File: config.mk
export PLATFORM = sky130hd
export DESIGN_NAME = mr1_ctrl
export DESIGN_NICKNAME = d
export VERILOG_FILES = /design/src/mr1_ctrl_pkg.sv /design/src/wait_counter.sv /design/src/mr1_ctrl.sv
export SDC_FILE = /design/constraint.sdc
export NUM_CORES = 1
export LEC_CHECK = 0
export ABC_AREA = 1
export BUFFER_PORTS_ARGS = -buffer_cell sky130_fd_sc_hd__buf_2
export CAP_MARGIN = 20
export CORE_MARGIN = 3
export CORE_UTILIZATION = 47
export CTS_CLUSTER_SIZE = 28
export DETAILED_ROUTE_END_ITERATION = 8
export HOLD_SLACK_MARGIN = 0.02
export PLACE_DENSITY = 0.87
export SLEW_MARGIN = 20
export SYNTH_ARGS = -nofsm -noshare
export SYNTH_HDL_FRONTEND = slang
export SYNTH_SLANG_ARGS = --single-unit
File: constraint.sdc
create_clock -name clk -period 1.65 [get_ports clk]
set_input_delay 0.4125 -clock clk [delete_from_list [all_inputs] [get_ports clk]]
set_output_delay 0.4125 -clock clk [all_outputs]
set_load 0.005 [all_outputs]
File: src/mr1_ctrl_pkg.sv
// Constants for the mode register one command controller
// Function
// - First mode register loaded on bank select 001
// - Reserved bank and address bits driven zero
// - Write leveling limits termination unless outputs off
// - Termination during writes limited to divide 2/4/6
// - Wait lock time before read or ODT
// - Clock enable held high during lock time
// - DLL-off: ODT pin low, termination bits zero
// - DLL-off: write termination field cleared
// - DLL enabled at init and return: left to the user, A0 follows dll_disable
// - Controller should support write leveling
package mr1_ctrl_pkg;
  // ----------------------------------------------------------------
  // Command bus encodings
  // ----------------------------------------------------------------
  localparam logic [2:0] BANK_MR1 = 3'h1;
  localparam logic [2:0] BANK_MR2 = 3'h2;
  localparam int ADDR_W = 16;
  // ----------------------------------------------------------------
  // Mode register one field positions
  // ----------------------------------------------------------------
  localparam int MR1_DLL_OFF = 0;
  localparam int MR1_DRV_LO = 1;
  localparam int MR1_NOM_B0 = 2;
  localparam int MR1_AL_LO = 3;
  localparam int MR1_DRV_HI = 5;
  localparam int MR1_NOM_B1 = 6;
  localparam int MR1_WLEVEL = 7;
  localparam int MR1_NOM_B2 = 9;
  localparam int MR1_TSTROBE = 11;
  localparam int MR1_OUT_OFF = 12;
  // ----------------------------------------------------------------
  // Mode register two field positions
  // ----------------------------------------------------------------
  localparam int MR2_PASR_LO = 0;
  localparam int MR2_CWL_LO = 3;
  localparam int MR2_ASR = 6;
  localparam int MR2_SRT = 7;
  localparam int MR2_WTERM_LO = 9;
  // ----------------------------------------------------------------
  // Field codes
  // ----------------------------------------------------------------
  localparam logic [1:0] AL_RESERVED = 2'h3;
  localparam logic [2:0] NOM_OFF = 3'h0;
  localparam logic [2:0] NOM_DIV4 = 3'h1;
  localparam logic [2:0] NOM_DIV2 = 3'h2;
  localparam logic [2:0] NOM_DIV6 = 3'h3;
  localparam logic [1:0] WTERM_OFF = 2'h0;
  // ----------------------------------------------------------------
  // Timing counts, in clock cycles
  // ----------------------------------------------------------------
  localparam int DLL_LOCK_CYCLES = 512;
  localparam int MRS_GAP_CYCLES = 4;
  localparam int CNT_W = 10;
  // ----------------------------------------------------------------
  // Sequencer states
  // ----------------------------------------------------------------
  typedef enum logic [2:0] {
    ST_IDLE = 3'b001,
    ST_ISSUE = 3'b010,
    ST_GAP = 3'b100
  } seq_state_t;
endpackage

File: src/wait_counter.sv
// Loadable down counter that reports when its wait has run out
`timescale 1ns/1ns
`default_nettype none
module wait_counter #(
  parameter int WIDTH = 10
) (
  // Clock and reset
  input wire logic clk,
  input wire logic rst_b,
  // Control
  input wire logic load,
  input wire logic [WIDTH-1:0] load_value,
  // Status
  output logic running
);
  logic [WIDTH-1:0] count_reg;
  logic [WIDTH-1:0] count_next;

  assign count_next = load ? load_value :
                      (count_reg != '0) ? count_reg - 1'b1 : count_reg;
  assign running = (count_reg != '0);

  always_ff @(posedge clk or negedge rst_b) begin
    if (!rst_b) begin
      count_reg <= '0;
    end else begin
      count_reg <= count_next;
    end
  end
endmodule
`default_nettype wire

File: src/mr1_ctrl.sv
// Controller that programs mode registers one and two and guards DLL use
`timescale 1ns/1ns
`default_nettype none
module mr1_ctrl
  import mr1_ctrl_pkg::*;
#(
  parameter int LOCK_CYCLES = DLL_LOCK_CYCLES,
  parameter int GAP_CYCLES = MRS_GAP_CYCLES
) (
  // Clock and reset
  input wire logic clk,
  input wire logic rst_b,
  // Requests
  input wire logic mr1_req,
  input wire logic mr2_req,
  input wire logic dll_reset_issued,
  input wire logic cke_req,
  input wire logic odt_req,
  input wire logic read_req,
  // Mode register one settings
  input wire logic dll_disable,
  input wire logic [1:0] drive_sel,
  input wire logic [2:0] nom_term,
  input wire logic [1:0] al_code,
  input wire logic wr_level,
  input wire logic term_strobe_en,
  input wire logic out_disable,
  // Mode register two settings
  input wire logic [2:0] pasr,
  input wire logic [2:0] cwl_code,
  input wire logic asr,
  input wire logic srt,
  input wire logic [1:0] write_term,
  // Answers
  output logic busy,
  output logic done,
  output logic refused,
  output logic dll_ready,
  output logic read_grant,
  // Device command pins
  output logic cs_b,
  output logic ras_b,
  output logic cas_b,
  output logic we_b,
  output logic [2:0] ba,
  output logic [ADDR_W-1:0] addr,
  output logic cke,
  output logic odt
);
  // ----------------------------------------------------------------
  // Settings checks and word assembly
  // ----------------------------------------------------------------
  seq_state_t state_reg, state_next;
  logic dll_off_reg;
  logic dll_off_next;
  logic lock_running;
  logic gap_running;
  logic nom_restricted;
  logic nom_ok;
  logic nom_in_set;
  logic al_legal;
  logic mr1_bad;
  logic take_mr1;
  logic take_mr2;
  logic take_any;
  logic [2:0] nom_eff;
  logic [1:0] wterm_eff;
  logic [ADDR_W-1:0] mr1_word;
  logic [ADDR_W-1:0] mr2_word;
  logic [ADDR_W-1:0] word_next;
  logic [2:0] bank_next;
  logic gap_load;
  logic lock_start;
  logic [CNT_W-1:0] gap_count;
  logic [CNT_W-1:0] lock_count;
  logic done_next;
  logic refused_next;

  // Termination limits apply to write leveling with outputs on and to writes
  assign nom_restricted = wr_level ? !out_disable : 1'b1;
  assign nom_in_set = (nom_term == NOM_OFF) || (nom_term == NOM_DIV4) ||
                      (nom_term == NOM_DIV2) || (nom_term == NOM_DIV6);
  assign nom_ok = !nom_restricted || nom_in_set;
  // The reserved latency code leaves device timing undefined, so it is refused
  assign al_legal = (al_code != AL_RESERVED);
  assign mr1_bad = !al_legal || !nom_ok;

  // DLL-off cannot use nominal or dynamic termination, so force them off
  assign nom_eff = dll_disable ? NOM_OFF : nom_term;
  assign wterm_eff = dll_off_reg ? WTERM_OFF : write_term;

  always_comb begin
    mr1_word = '0;
    mr1_word[MR1_DLL_OFF] = dll_disable;
    mr1_word[MR1_DRV_LO] = drive_sel[0];
    mr1_word[MR1_DRV_HI] = drive_sel[1];
    mr1_word[MR1_NOM_B0] = nom_eff[0];
    mr1_word[MR1_NOM_B1] = nom_eff[1];
    mr1_word[MR1_NOM_B2] = nom_eff[2];
    mr1_word[MR1_AL_LO +: 2] = al_code;
    mr1_word[MR1_WLEVEL] = wr_level;
    mr1_word[MR1_TSTROBE] = term_strobe_en;
    mr1_word[MR1_OUT_OFF] = out_disable;
  end

  always_comb begin
    mr2_word = '0;
    mr2_word[MR2_PASR_LO +: 3] = pasr;
    mr2_word[MR2_CWL_LO +: 3] = cwl_code;
    mr2_word[MR2_ASR] = asr;
    mr2_word[MR2_SRT] = srt;
    mr2_word[MR2_WTERM_LO +: 2] = wterm_eff;
  end

  // ----------------------------------------------------------------
  // Command sequencer
  // ----------------------------------------------------------------
  // First mode register wins when both are asked for in one cycle
  assign take_mr1 = (state_reg == ST_IDLE) && mr1_req && !mr1_bad;
  assign take_mr2 = (state_reg == ST_IDLE) && mr2_req && !mr1_req;
  assign take_any = take_mr1 || take_mr2;
  assign word_next = take_mr1 ? mr1_word : mr2_word;
  assign bank_next = take_mr1 ? BANK_MR1 : BANK_MR2;
  assign dll_off_next = take_mr1 ? dll_disable : dll_off_reg;

  always_comb begin
    case (state_reg)
      ST_IDLE: state_next = take_any ? ST_ISSUE : ST_IDLE;
      ST_ISSUE: state_next = ST_GAP;
      ST_GAP: state_next = gap_running ? ST_GAP : ST_IDLE;
      default: state_next = ST_IDLE;
    endcase
  end

  always_ff @(posedge clk or negedge rst_b) begin
    if (!rst_b) begin
      state_reg <= ST_IDLE;
      dll_off_reg <= 1'b0;
    end else begin
      state_reg <= state_next;
      dll_off_reg <= dll_off_next;
    end
  end

  // Bank and address pins change only when a command is taken, so words stay stable
  always_ff @(posedge clk or negedge rst_b) begin
    if (!rst_b) begin
      cs_b <= 1'b1;
      ras_b <= 1'b1;
      cas_b <= 1'b1;
      we_b <= 1'b1;
      ba <= 3'h0;
      addr <= '0;
    end else begin
      cs_b <= !take_any;
      ras_b <= !take_any;
      cas_b <= !take_any;
      we_b <= !take_any;
      if (take_any) begin
        ba <= bank_next;
        addr <= word_next;
      end
    end
  end

  // A bad request is answered one cycle later, for every cycle it is held while the sequencer is idle
  assign done_next = (state_reg == ST_GAP) && !gap_running;
  assign refused_next = (state_reg == ST_IDLE) && mr1_req && mr1_bad;

  always_ff @(posedge clk or negedge rst_b) begin
    if (!rst_b) begin
      done <= 1'b0;
      refused <= 1'b0;
    end else begin
      done <= done_next;
      refused <= refused_next;
    end
  end

  // ----------------------------------------------------------------
  // Timers
  // ----------------------------------------------------------------
  // Loaded as the strobe goes out, one short so the gap spans GAP_CYCLES
  assign gap_load = (state_reg == ST_ISSUE);
  assign gap_count = CNT_W'(GAP_CYCLES - 1);
  // A lock wait only starts while the DLL is on; DLL-off never locks
  assign lock_start = dll_reset_issued && !dll_off_reg;
  assign lock_count = CNT_W'(LOCK_CYCLES);

  wait_counter #(
    .WIDTH(CNT_W)
  ) gap_timer (
    .clk(clk),
    .rst_b(rst_b),
    .load(gap_load),
    .load_value(gap_count),
    .running(gap_running)
  );

  wait_counter #(
    .WIDTH(CNT_W)
  ) lock_timer (
    .clk(clk),
    .rst_b(rst_b),
    .load(lock_start),
    .load_value(lock_count),
    .running(lock_running)
  );

  // ----------------------------------------------------------------
  // DLL dependent pins
  // ----------------------------------------------------------------
  assign busy = (state_reg != ST_IDLE);
  assign dll_ready = !dll_off_reg && !lock_running;
  assign read_grant = read_req && dll_ready;

  always_ff @(posedge clk or negedge rst_b) begin
    if (!rst_b) begin
      cke <= 1'b0;
      odt <= 1'b0;
    end else begin
      cke <= cke_req || lock_running;
      odt <= odt_req && dll_ready;
    end
  end
endmodule
`default_nettype wire

After elaboration in Yosys (flattened, before gate mapping)
Index checks and enable logic that the tools add are counted.
{ "totals": {"mem_bits_ro": 0, "n_memories": 0, "latchBits": 0, "ramBits": 0, "reg_bits": 48} }
{ "op_classes": {"muxes": 12, "n_reduce_logical": 32, "mul": 0, "n_lt_le_gt_ge": 0, "n_addsub": 2, "n_div": 0, "eq_ne": 8, "n_bitwise": 0, "n_shift": 0} }
{ "op_table": {"columns": ["operator", "count"], "rows": [
  ["10-bit 2-to-1 mux", 4],
  ["10-bit nonzero test", 2],
  ["10-bit by 1-bit subtractor with 10-bit output, second input constant", 2],
  ["13-bit 2-to-1 mux", 1],
  ["1-bit logical AND", 10],
  ["1-bit zero test", 10],
  ["3-bit by 2-bit == test with 1-bit output, second input constant", 3],
  ["3-bit case mux with 3 select lines", 1],
  ["1-bit logical OR", 7],
  ["3-bit by 1-bit == test with 1-bit output, second input constant", 2],
  ["2-bit 2-to-1 mux", 3],
  ["3-bit 2-to-1 mux", 2],
  ["2-bit nonzero test", 2],
  ["3-bit == test, second input constant", 1],
  ["3-bit zero test", 1],
  ["3-bit by 1-bit inequality test with 1-bit output, second input constant", 1],
  ["2-bit inequality test, second input constant", 1],
  ["1-bit 2-to-1 mux", 1]
]} }

Logic depth before layout (Yosys ltp)
Gate-level depths: netlist (run 1).
{ "depth": {"ltp_word": 12, "ltp_mapped": 9} }

Cells and area by module
From an unflattened synthesis (run 1), not the netlist that was laid out.
{ "hier_totals": {"cells_unflattened": 324, "area_unflattened_um2": 2499.9} }
{ "modules_own_cells": {"columns": ["module", "instances", "area_each_um2", "cells_per_inst"], "rows": [
  ["wait_counter", 2, 665.6, 99],
  ["mr1_ctrl", 1, 1168.6, 126]
]} }

Worst setup path before layout (run 1)
Ideal clock, no wire load.
{ "synth_path": {"path_kind": "flip-flop to output port", "startpoint": "register lock_timer.count_reg[0]", "endpoint": "output port read_grant", "slack_ns": -0.041, "t_arrival_ns": 1.279, "required_ns": 1.237, "n_path_buf": 1, "path_stages_with_launch": 8, "cell_sequence": "dfrtp_1 -> inv_1 -> ha_1 -> nand3_2 -> nor2_4 -> nand2_2 -> buf_6 -> nor3b_2"} }
{ "synth_between": {"elab_chain_len": 4} }
{ "synth_lines": {"columns": ["item", "line", "rtl"], "rows": [
  ["from (decl)", "wait_counter.sv:16", "logic [WIDTH-1:0] count_reg;"],
  ["from (signal assigned)", "wait_counter.sv:27", "count_reg <= count_next;"],
  ["10-bit nonzero test", "wait_counter.sv:21", "assign running = (count_reg != '0);"],
  ["1-bit zero test", "mr1_ctrl.sv:214", "assign dll_ready = !dll_off_reg && !lock_running;"],
  ["1-bit logical AND", "mr1_ctrl.sv:214", null],
  ["1-bit logical AND", "mr1_ctrl.sv:215", "assign read_grant = read_req && dll_ready;"],
  ["to (decl)", "mr1_ctrl.sv:39", "output logic read_grant,"]
]} }
No other way between the ends.

Final worst setup path (run 1)
{ "layout_path": {"startpoint": "register lock_timer.count_reg[1]", "endpoint": "output port read_grant"} }
The elaborated chain is that of the path after synthesis.

==> run metrics, run 1 <==
Yosys reg bits=between 40 and 50; H-Tree Depth=2; Seq/Total Area, Yosys=about 47%; Max IR drop VDD=about 950 uV; P_leak=roughly 1.5 nW; synth-to-layout area growth=23.0%; Reg area=1080 um2; final hold vios=0; final setup violating endpoints=2; CP Launch Type=register; unrepaired setup endpoints after global routing=true; pre-CTS setup slack=0.0383 ns; Worst Skew=0.00552 ns; TritonCTS clock tree=yes; routability-driven placement congestion ratio=0.841; vias post-DR=about 2k; clk_lat worst skew=0.29 ns; CP peak stage delay=approximately 0.4 ns; fill cell count=just under 400; CTS buffer count=5; fmax=between 0.5 and 0.6 GHz; synthesized area per cell=8.29 um2; largest net degree at the start of global routing=22; count of cell types in the netlist=33; drt drc=0; CTS root buf=clkbuf_8; critical path peak fanout=3; share of cells above drive strength 1=about 33%; cell with the largest stage delay on the worst path=dfrtp_1; Max Cap Viol=0; critical path class=reg2out; CTS Hold Buffers Added=0; GRT Overall Usage=19.5%; Slew Viols, Final=0; Multi-input gate area=996 um2; core area=between 4000 and 5000 um2; total negative slack=-0.395 ns; final worst slack=-0.234 ns; routed length per instance=around 13 um; Die Ht=75.8 um; Overflow after GRT=0; routed wire length=just over 5000 um; first-pass GRT wire length=8420 um; YS warnings=0; CTS clk-pin slew, worst paths=~0.080 ns; clk sink count=43; CP Capture Type=output pin; Hold Slack=between 0.05 and 0.06 ns; DR pass1 iterations=5; CP startpoint=lock_timer.count_reg[1]; post-layout util=just over 60%; Initial Utilization=roughly half; power per cell area=~1700 nW/um2; Tmin final=1.88 ns; status=complete, but fails checks; Via density=between 4 and 5; Port Buf Inserts=53; CTS max path bufs=2; initial antenna violation count=0; ant diodes=0; Mapped Area=approximately 2300 um2; Req. time, crit path=between 1 and 1.5 ns; nets@finish=around 370; site row count=24; Worst Path Arrival=1.47 ns; worst path cell trace=inv_2 > ha_4 > nand3_4 > nor2_4 > nand2_2 > nor3b_2 > buf_2; non-filler cells, final=slightly above 400; Post-DRT Antenna Nets=0; failing checks=negative setup slack; Placed Cells=between 300 and 400; Worst R2R Start=lock_timer.count_reg[1]; max reg flops=12; dpl hpwl=3680 um; period utilization=114%; Synth Instances=276; DIE AREA=5740 um2; Ports=between 50 and 60; vias in the first global route=1858; initial DRC count=116; worst hold path class=in2async; die width=75.8 um
## cell usage after synthesis (all sizes together)
library cell  instances  area (um2)
conb                  1        3.75
dfrtp                41        1030
xnor2                 2        17.5
nand2                80         344
nor3                  1        5.00
nand3b                2        15.0
inv                  36         135
xor2                  1        8.76
and2                  1        6.26
nand3                36         203
a21oi                 6        30.0
nor3b                 2        25.0
buf                  14         115
clkinv                1        3.75
or2                   2        12.5
nor2                 33         183
o21ai                 6        33.8
dfstp                 2        52.6
nand4                 7        43.8
ha                    2        25.0
## worst max-delay path: cells and delay by family (launching register included)
kind	cells	cell delay, ns
simple gates	4	0.42
flops	1	0.41
buf+inv	2	0.20
fa+ha+maj	1	0.14
## per-layer routing
layer  wire, um  track usage [%]  up-vias
met4         85             9.13        0
met1       2250             25.9      919
met2       2560             30.4       67
met3        287             3.96        9
met5          0                0        -
li1           -                -      984
## cells by family after synthesis
kind of cell / share of synthesized area (%)
XOR/XNOR: 1.15
buffers and inverters: 11.1
AND/OR/NAND/NOR: 36.6
other: 0.164
flip-flops: 47.1
AO/OA/AOI/OAI: 2.79
adder cells (fa/ha/maj): 1.09
## repair_timing
item | 4_1_cts | 5_1_grt
cloned | 0 | 1
pin swaps | 4 | 2
endpoints found under the setup margin | 2 | 4
setup buffers | 4 | 4
gates resized for setup | 3 | 2
## area by class of cell
class / instances / share of cell area [%]
Timing Repair inverter: 1 / 0.178
Tap cell: 65 / 2.89
Multi-Input combinational cell: 186 / 35.4
Clock inverter: 3 / 1.56
Timing Repair Buffer: 69 / 14.1
Inverter: 37 / 5.07
Clock buffer: 5 / 2.45
Sequential cell: 43 / 38.3
## report_power, final
group          internal (W)  switching [W]  leakage (nW)
registers           0.00150       0.000338         0.534
clock network      0.000451       0.000367        0.0581
logic              0.000925        0.00122         0.951
total               0.00287        0.00193          1.54
## per-stage QoR
step	instance area (um2)	total power (W)
floorplan	2310	0.00320
global placement	2620	0.00367
detailed placement	2620	0.00379
CTS	2780	0.00474
global route	2810	0.00521
finish	2810	0.00480
## worst paths after layout
check | cells after the start | endpoint | slack, ns
worst max-delay path | 7 | read_grant | -0.23
worst min-delay path | 1 | gap_timer.count_reg[7] | 0.06
worst max register to register | 8 | cke | 0.06
worst min register to register | 2 | addr[11] | 0.47
max in group asynchronous | 2 | lock_timer.count_reg[8] | 1.11
min in group clk | 2 | cke | 0.30
## layout by cell type (no fill, tap or decap), drive strengths merged, types with 5 or more instances in the layout
master,n
nand2,80
buf,69
dfrtp,41
nand3,36
inv,36
nor2,33
nand4,7
a21oi,6
o21ai,6
conb,5
clkbuf,5
(Power assumes the default switching activity.)
==> run 2: changes to the inputs <==
--- a/config.mk
+++ b/config.mk
@@ -14,6 +14,8 @@
 export DETAILED_ROUTE_END_ITERATION = 8
 export HOLD_SLACK_MARGIN = 0.02
 export PLACE_DENSITY = 0.87
+export REMOVE_ABC_BUFFERS = 1
+export SETUP_SLACK_MARGIN = 0.15
 export SLEW_MARGIN = 20
 export SYNTH_ARGS = -nofsm -noshare
 export SYNTH_HDL_FRONTEND = slang
==> run 2 against run 1 <==
  * The flow still finishes with violations (negative setup slack)
  * Clock-buffer cell count up 3
  * Sequential share of layout area decreased by 0.64 points
  * Largest cell class unchanged
  * Final area is 1.7% higher
  * Sequential power is essentially flat
  * Die area is the same
  * Clock skew down 0.0017 ns
  * Non-clock buffer count grew 2
  * First-iteration DRC count is 8.6% higher
  * Critical path depth is the same
  * Sequential cell count is the same
  * Cell count increased by 0.49%
  * Global-route usage increased by 0.67 points
==> run metrics, run 2 (same netlist as run 1, synthesis figures left out) <==
final setup violating endpoints=2; Post-DRT Antenna Nets=0; dpl hpwl=about 3800 um; P_leak=roughly 1.6 nW; commonest non-fill, non-tap cells in the layout=nand2_1 (72), buf_2 (52), dfrtp_1 (41), nand3_1 (32), inv_1 (28); site row count=24; Ports=59; post-layout util=between 60 and 70%; met1 Usage GRT=27.2%; Worst Path Arrival=roughly 1.4 ns; Buf/Inv on CP=2; routability-driven placement congestion ratio=between 0.9 and 1; Worst Skew=between 0.003 and 0.004 ns; Slew Viols, Final=0; pre-CTS setup slack=between 0.006 and 0.007 ns; Via density=between 4 and 5; CTS buffer count=5; die width=approximately 76 um; final hold vios=0; status=complete, but fails checks; CP Capture Type=output pin; critical path peak fanout=3; cell with the largest stage delay on the worst path=dfrtp_1; CP peak stage delay=approximately 0.40 ns; CTS clk-pin slew, worst paths=0.08 ns; drt drc=0; met2 usage=between 30% and 40%; CP delay by family, top=flip-flops; first-pass GRT wire length=slightly below 9000 um; placed inst area=between 2000 and 3000 um2; worst hold path class=in2reg; DR pass1 iterations=4; most common cell after layout, fill and taps aside=nand2_1; max reg flops=12; share of cells above drive strength 1=about 34%; met3 Track Usage GR=roughly 4.4%; ant diodes=0; worst path cell trace=inv_2 > ha_4 > nand3_4 > nor2_4 > nand2_2 > nor3b_2 > buf_2; Overflow after GRT=0; Max IR drop VDD=1050 uV; Die Ht=roughly 76 um; CP Launch Type=register; synth-to-layout area growth=25.0%; failing checks=negative setup slack; non-filler cells, final=about 410; Max Cap Viol=0; CTS max path bufs=2; vias in the first global route=around 1.9k; Req. time, crit path=around 1.2 ns; Port Buf Inserts=53; Tmin final=roughly 1.9 ns; final worst slack=-0.202 ns; routed wire length=~5200 um; period utilization=112%; H-Tree Depth=2; Initial Utilization=about half; Placed Cells=around 400; nets@finish=between 300 and 400; busiest layer in global routing=met2; largest net degree at the start of global routing=32; routed length per instance=12.7 um; GRT Overall Usage=20.1%; unrepaired setup endpoints after global routing=true; clk_lat worst skew=about 0.29 ns; clk sink count=43; core area=approximately 4500 um2; final non-filler cell area=2860 um2; CTS root buf=clkbuf_8; TritonCTS clock tree=yes; fmax=about 0.54 GHz; critical path class=reg2out; initial DRC count=between 100 and 150; initial antenna violation count=0; DIE AREA=between 5000 and 6000 um2; power per cell area=about 1700 nW/um2; vias post-DR=around 2k
-- run 2: changes by cell type in the layout (fill, tap and decap cells not counted), sizes merged --
| cell | delta |
|---|---|
| bufinv | -1 |
| clkinvlp | -2 |
| clkinv | -1 |
| clkbuf | +3 |
| nand2 | +1 |
| dlygate4sd3 | +1 |
| buf | +1 |
-- run 2: through the flow --
stage	total power, W	setup TNS (ns)	hold WS (ns)
5_1_grt	0.00526	-0.523	0.303
6_report	0.00483	-0.322	0.305
2_1_floorplan	0.00310	-0.00338	0.117
4_1_cts	0.00468	-0.349	0.302
3_3_place_gp	0.00366	0	0.332
3_5_place_dp	0.00379	0	0.335
-- run 2: cell type report --
type	instances	area [um2]
multi-input combinational	187	1030
inverter	37	141
fill	360	1670
clock buffer	8	100
sequential	43	1080
tap	65	81.3
timing repair buffer	71	425
-- run 2: path summary, 6_finish.rpt --
check / cells past startpoint / to / slack (ns) / from
max in group asynchronous: 3 / addr[12] / 0.63 / rst_b
min in group asynchronous: 2 / gap_timer.count_reg[4] / 0.55 / rst_b
setup / recovery: 7 / read_grant / -0.20 / lock_timer.count_reg[1]
setup reg to reg: 7 / cke / 0.21 / lock_timer.count_reg[1]
hold / removal: 2 / cke / 0.31 / cke_req
hold reg to reg: 2 / addr[10] / 0.49 / addr[10]
-- run 2: power breakdown --
part | switching (W) | internal, W
Sequential | 0.000346 | 0.00150
Combinational | 0.00125 | 0.00100
Clock | 0.000356 | 0.000382
Total | 0.00195 | 0.00288
-- run 2: what timing repair did --
item                       in CTS  in global routing
gates resized for setup         7                 10
gates cloned                    0                  1
hold endpoints to repair        1                  0
hold buffers                    1                  0
pin swaps                       3                  5
setup buffers                   4                  5
setup endpoints to repair       6                 14
-- run 2: metal layers --
| metal | routed length [um] | vias to the layer above |
|---|---|---|
| met1 | 2150 | 933 |
| met3 | 359 | 16 |
| met5 | 0 | - |
| met2 | 2570 | 90 |
| li1 | - | 993 |
| met4 | 123 | 0 |
-- run 2: worst register-to-register path, stage by stage (launching register included) --
cell and delay, ns:
dfrtp_1 0.40, inv_2 0.08, ha_4 0.14, nand3_4 0.09, nor2_4 0.09, nand2_2 0.07, buf_4 0.19, or2_2 0.28
==> run 3: changes to the inputs <==
--- a/config.mk
+++ b/config.mk
@@ -8,8 +8,9 @@
 export ABC_AREA = 1
 export BUFFER_PORTS_ARGS = -buffer_cell sky130_fd_sc_hd__buf_2
 export CAP_MARGIN = 20
+export CORE_ASPECT_RATIO = 2
 export CORE_MARGIN = 3
-export CORE_UTILIZATION = 47
+export CORE_UTILIZATION = 48
 export CTS_CLUSTER_SIZE = 28
 export DETAILED_ROUTE_END_ITERATION = 8
 export HOLD_SLACK_MARGIN = 0.02
@@ -19,4 +20,5 @@
 export SLEW_MARGIN = 20
 export SYNTH_ARGS = -nofsm -noshare
 export SYNTH_HDL_FRONTEND = slang
+export SYNTH_HIERARCHICAL = 1
 export SYNTH_SLANG_ARGS = --single-unit
==> run 3 against run 2 <==
  * Combinational power grew 39%
  * Register-to-register slack lost 0.15 ns
  * Critical path depth is the same
  * Synthesized cell count grew 17%
  * Global-route usage grew 1.9 points
  * Clock power grew 9.3%
  * Sequential cell count is the same
  * The flow still finishes with violations (negative setup slack)
  * Final area grew 17%
  * Largest cell class is now multi-input combinational cells
  * Sequential share of layout area shrank 5.5 points
==> run metrics, run 3 <==
status=complete, but fails checks; failing checks=negative setup slack; Overflow after GRT=0; CTS clk-pin slew, worst paths=about 0.080 ns; die width=between 50 and 60 um; Worst Path Arrival=1.57 ns; final non-filler cell area=~3400 um2; Seq/Total Area, Yosys=a little over two fifths; worst hold path class=in2async; Yosys reg bits=43; Req. time, crit path=1.24 ns; max reg flops=12; Initial Utilization=about half; CP peak stage delay=0.40 ns; H-Tree Depth=2; CTS buffer count=5; CTS Hold Buffers Added=0; Die Ht=108 um; Placed Cells=about 460; dpl hpwl=between 4000 and 5000 um; fill cell count=approximately 350; critical path peak fanout=3; critical path class=reg2out; GRT Overall Usage=~22%; count of cell types in the netlist=30; final worst slack=-0.331 ns; Multi-input gate area=~1400 um2; final setup violating endpoints=2; routability-driven placement congestion ratio=between 0.9 and 1; fmax=0.505 GHz; Mapped Area=between 2000 and 2500 um2; Reg area=around 1100 um2; YS warnings=6; synth-to-layout area growth=34.1%; initial antenna violation count=0; Slew Viols, Final=0; unrepaired setup endpoints after global routing=true; CP Launch Type=register; most common cell after layout, fill and taps aside=nand2_1; DR pass1 iterations=5; nets@finish=461; routed wire length=7350 um; clk sink count=43; final hold vios=0; worst path cell trace=inv_2 > ha_4 > inv_4 > nor2_4 > nand4_1 > nor3b_2 > buf_2; power per cell area=between 1500 and 2000 nW/um2; most common library cells after synthesis=nand2_1 (74), dfrtp_1 (41), inv_1 (38), nand3_1 (36), nor2_1 (34); largest net degree at the start of global routing=44; Post-DRT Antenna Nets=0; clk_lat worst skew=0.30 ns; Worst Skew=between 0.007 and 0.008 ns; drt drc=0; CP Capture Type=output pin; commonest non-fill, non-tap cells in the layout=nand2_1 (74), buf_2 (52), dfrtp_1 (41), nand3_1 (34), buf_4 (32); Post-synth ARST share=100%; Via density=5.31; Port Buf Inserts=between 50 and 60; period utilization=120%; EDFF count, synth=0; Max Cap Viol=0; TritonCTS clock tree=yes; CTS root buf=clkbuf_8; Clk pwr share=13.8%; Int Pwr=between 0.003 and 0.004 W; vias post-DR=between 2k and 3k; CTS max path bufs=2; placed inst area=roughly 3000 um2; Switching Power=0.00253 W; cell taking the most area after synthesis=dfrtp_1; ant diodes=0; initial DRC count=150; Synth Instances=between 300 and 400; vias in the first global route=around 2.5k; P_leak=1.78 nW; most numerous cell in the Yosys netlist=nand2_1; cell with the largest stage delay on the worst path=dfrtp_1; synth top area cells=dfrtp_1 (41%), nand2_1 (11%), nand3_1 (7.2%); Ports=about 60; routed length per instance=around 15 um; non-filler cells, final=488; site row count=36; DIE AREA=6160 um2; post-synth top area share=41.0%; Tmin final=just under 2 ns; Comb pwr share=between 50% and 60%; switching portion of total power=between 40% and 50%; synthesized area per cell=~7.7 um2; core area=4950 um2; Synth Flop Type=dfrtp_1; first-pass GRT wire length=roughly 11000 um; Flop pwr share=about a third; share of cells above drive strength 1=between 30% and 40%; Max IR drop VDD=~1300 uV
==> run 3: cell count changes in the layout (fill, tap and decap cells not counted), sizes merged, moves of 2 or more <==
cell / before / now
a21boi: 0 / 2
xnor2: 2 / 0
a21oi: 6 / 8
buf: 70 / 89
nand3: 36 / 47
inv: 36 / 41
nor3: 1 / 3
o21ai: 6 / 22
conb: 5 / 25
nor2: 33 / 45
==> run 3: power by group through the flow <==
stage	Clock [W]	Combinational (W)	Sequential [W]
detailed placement	0	0.00245	0.00191
global placement	0	0.00234	0.00189
finish	0.000808	0.00313	0.00194
global route	0.000852	0.00346	0.00199
floorplan	0	0.00153	0.00189
CTS	0.000816	0.00268	0.00190
==> run 3: logic make-up after synthesis <==
kind of cell / share of synthesized area [%]
flops: 43.1
simple gates: 38.6
other cells: 0.300
fa+ha+maj: 1.00
compound gates: 6.91
buf+inv: 10.1
==> run 3: repair_timing <==
item | in CTS | in global routing
resized for setup | 7 | 27
cloned | 0 | 0
pin swaps | 7 | 11
endpoints found under the setup margin | 4 | 37
hold endpoints to repair | 0 | 0
setup buffers | 8 | 11
==> run 3: metal layers <==
| layer | GRT usage (%) | vias up | share of wire (%) |
|---|---|---|---|
| met3 | 3.11 | 35 | 4.6 |
| met5 | 0 | - | 0 |
| met1 | 22.1 | 1222 | 33 |
| met2 | 41.9 | 116 | 58 |
| met4 | 11.9 | 0 | 4.1 |
| li1 | - | 1220 | - |
==> run 3: cell type report <==
class | instances | share of cell area (%)
clock inverters | 1 | 0.896
multi-input cells | 250 | 40.6
flip-flops and latches | 43 | 32.2
repair buffers | 89 | 17.1
inverters | 41 | 4.82
clock buffers | 7 | 2.28
well taps | 57 | 2.13
==> run 3: final timing paths <==
path,start,to,slack (ns),cells past startpoint
max in group asynchronous,rst_b,state_reg[0],1.30,2
hold / removal,rst_b,cke,0.07,2
setup reg to reg,lock_timer/count_reg[0],lock_timer/count_reg[6],0.06,11
setup / recovery,lock_timer/count_reg[0],read_grant,-0.33,7
hold reg to reg,ba[0],ba[0],0.49,2
min in group clk,cke_req,cke,0.32,2
==> run 3: worst max-delay path, delay by kind of cell, from the launching register on <==
family	cells	cell delay [ns]
and+or+nand+nor	3	0.47
buffers and inverters	3	0.25
DFF	1	0.40
adders and majority gates	1	0.14
==> run 3: stage by stage <==
step,TNS [ns],power (W),hold slack (ns),setup slack [ns],utilization (%)
2_1_floorplan,-1.86,0.00342,0.117,-0.318,-
3_3_place_gp,-0.0811,0.00423,0.413,-0.0811,59.8
3_5_place_dp,-0.118,0.00436,0.402,-0.117,59.8
4_1_cts,-0.534,0.00539,0.0844,-0.326,63.9
5_1_grt,-0.776,0.00630,0.0854,-0.406,67.7
6_report,-0.578,0.00587,0.0732,-0.331,67.7
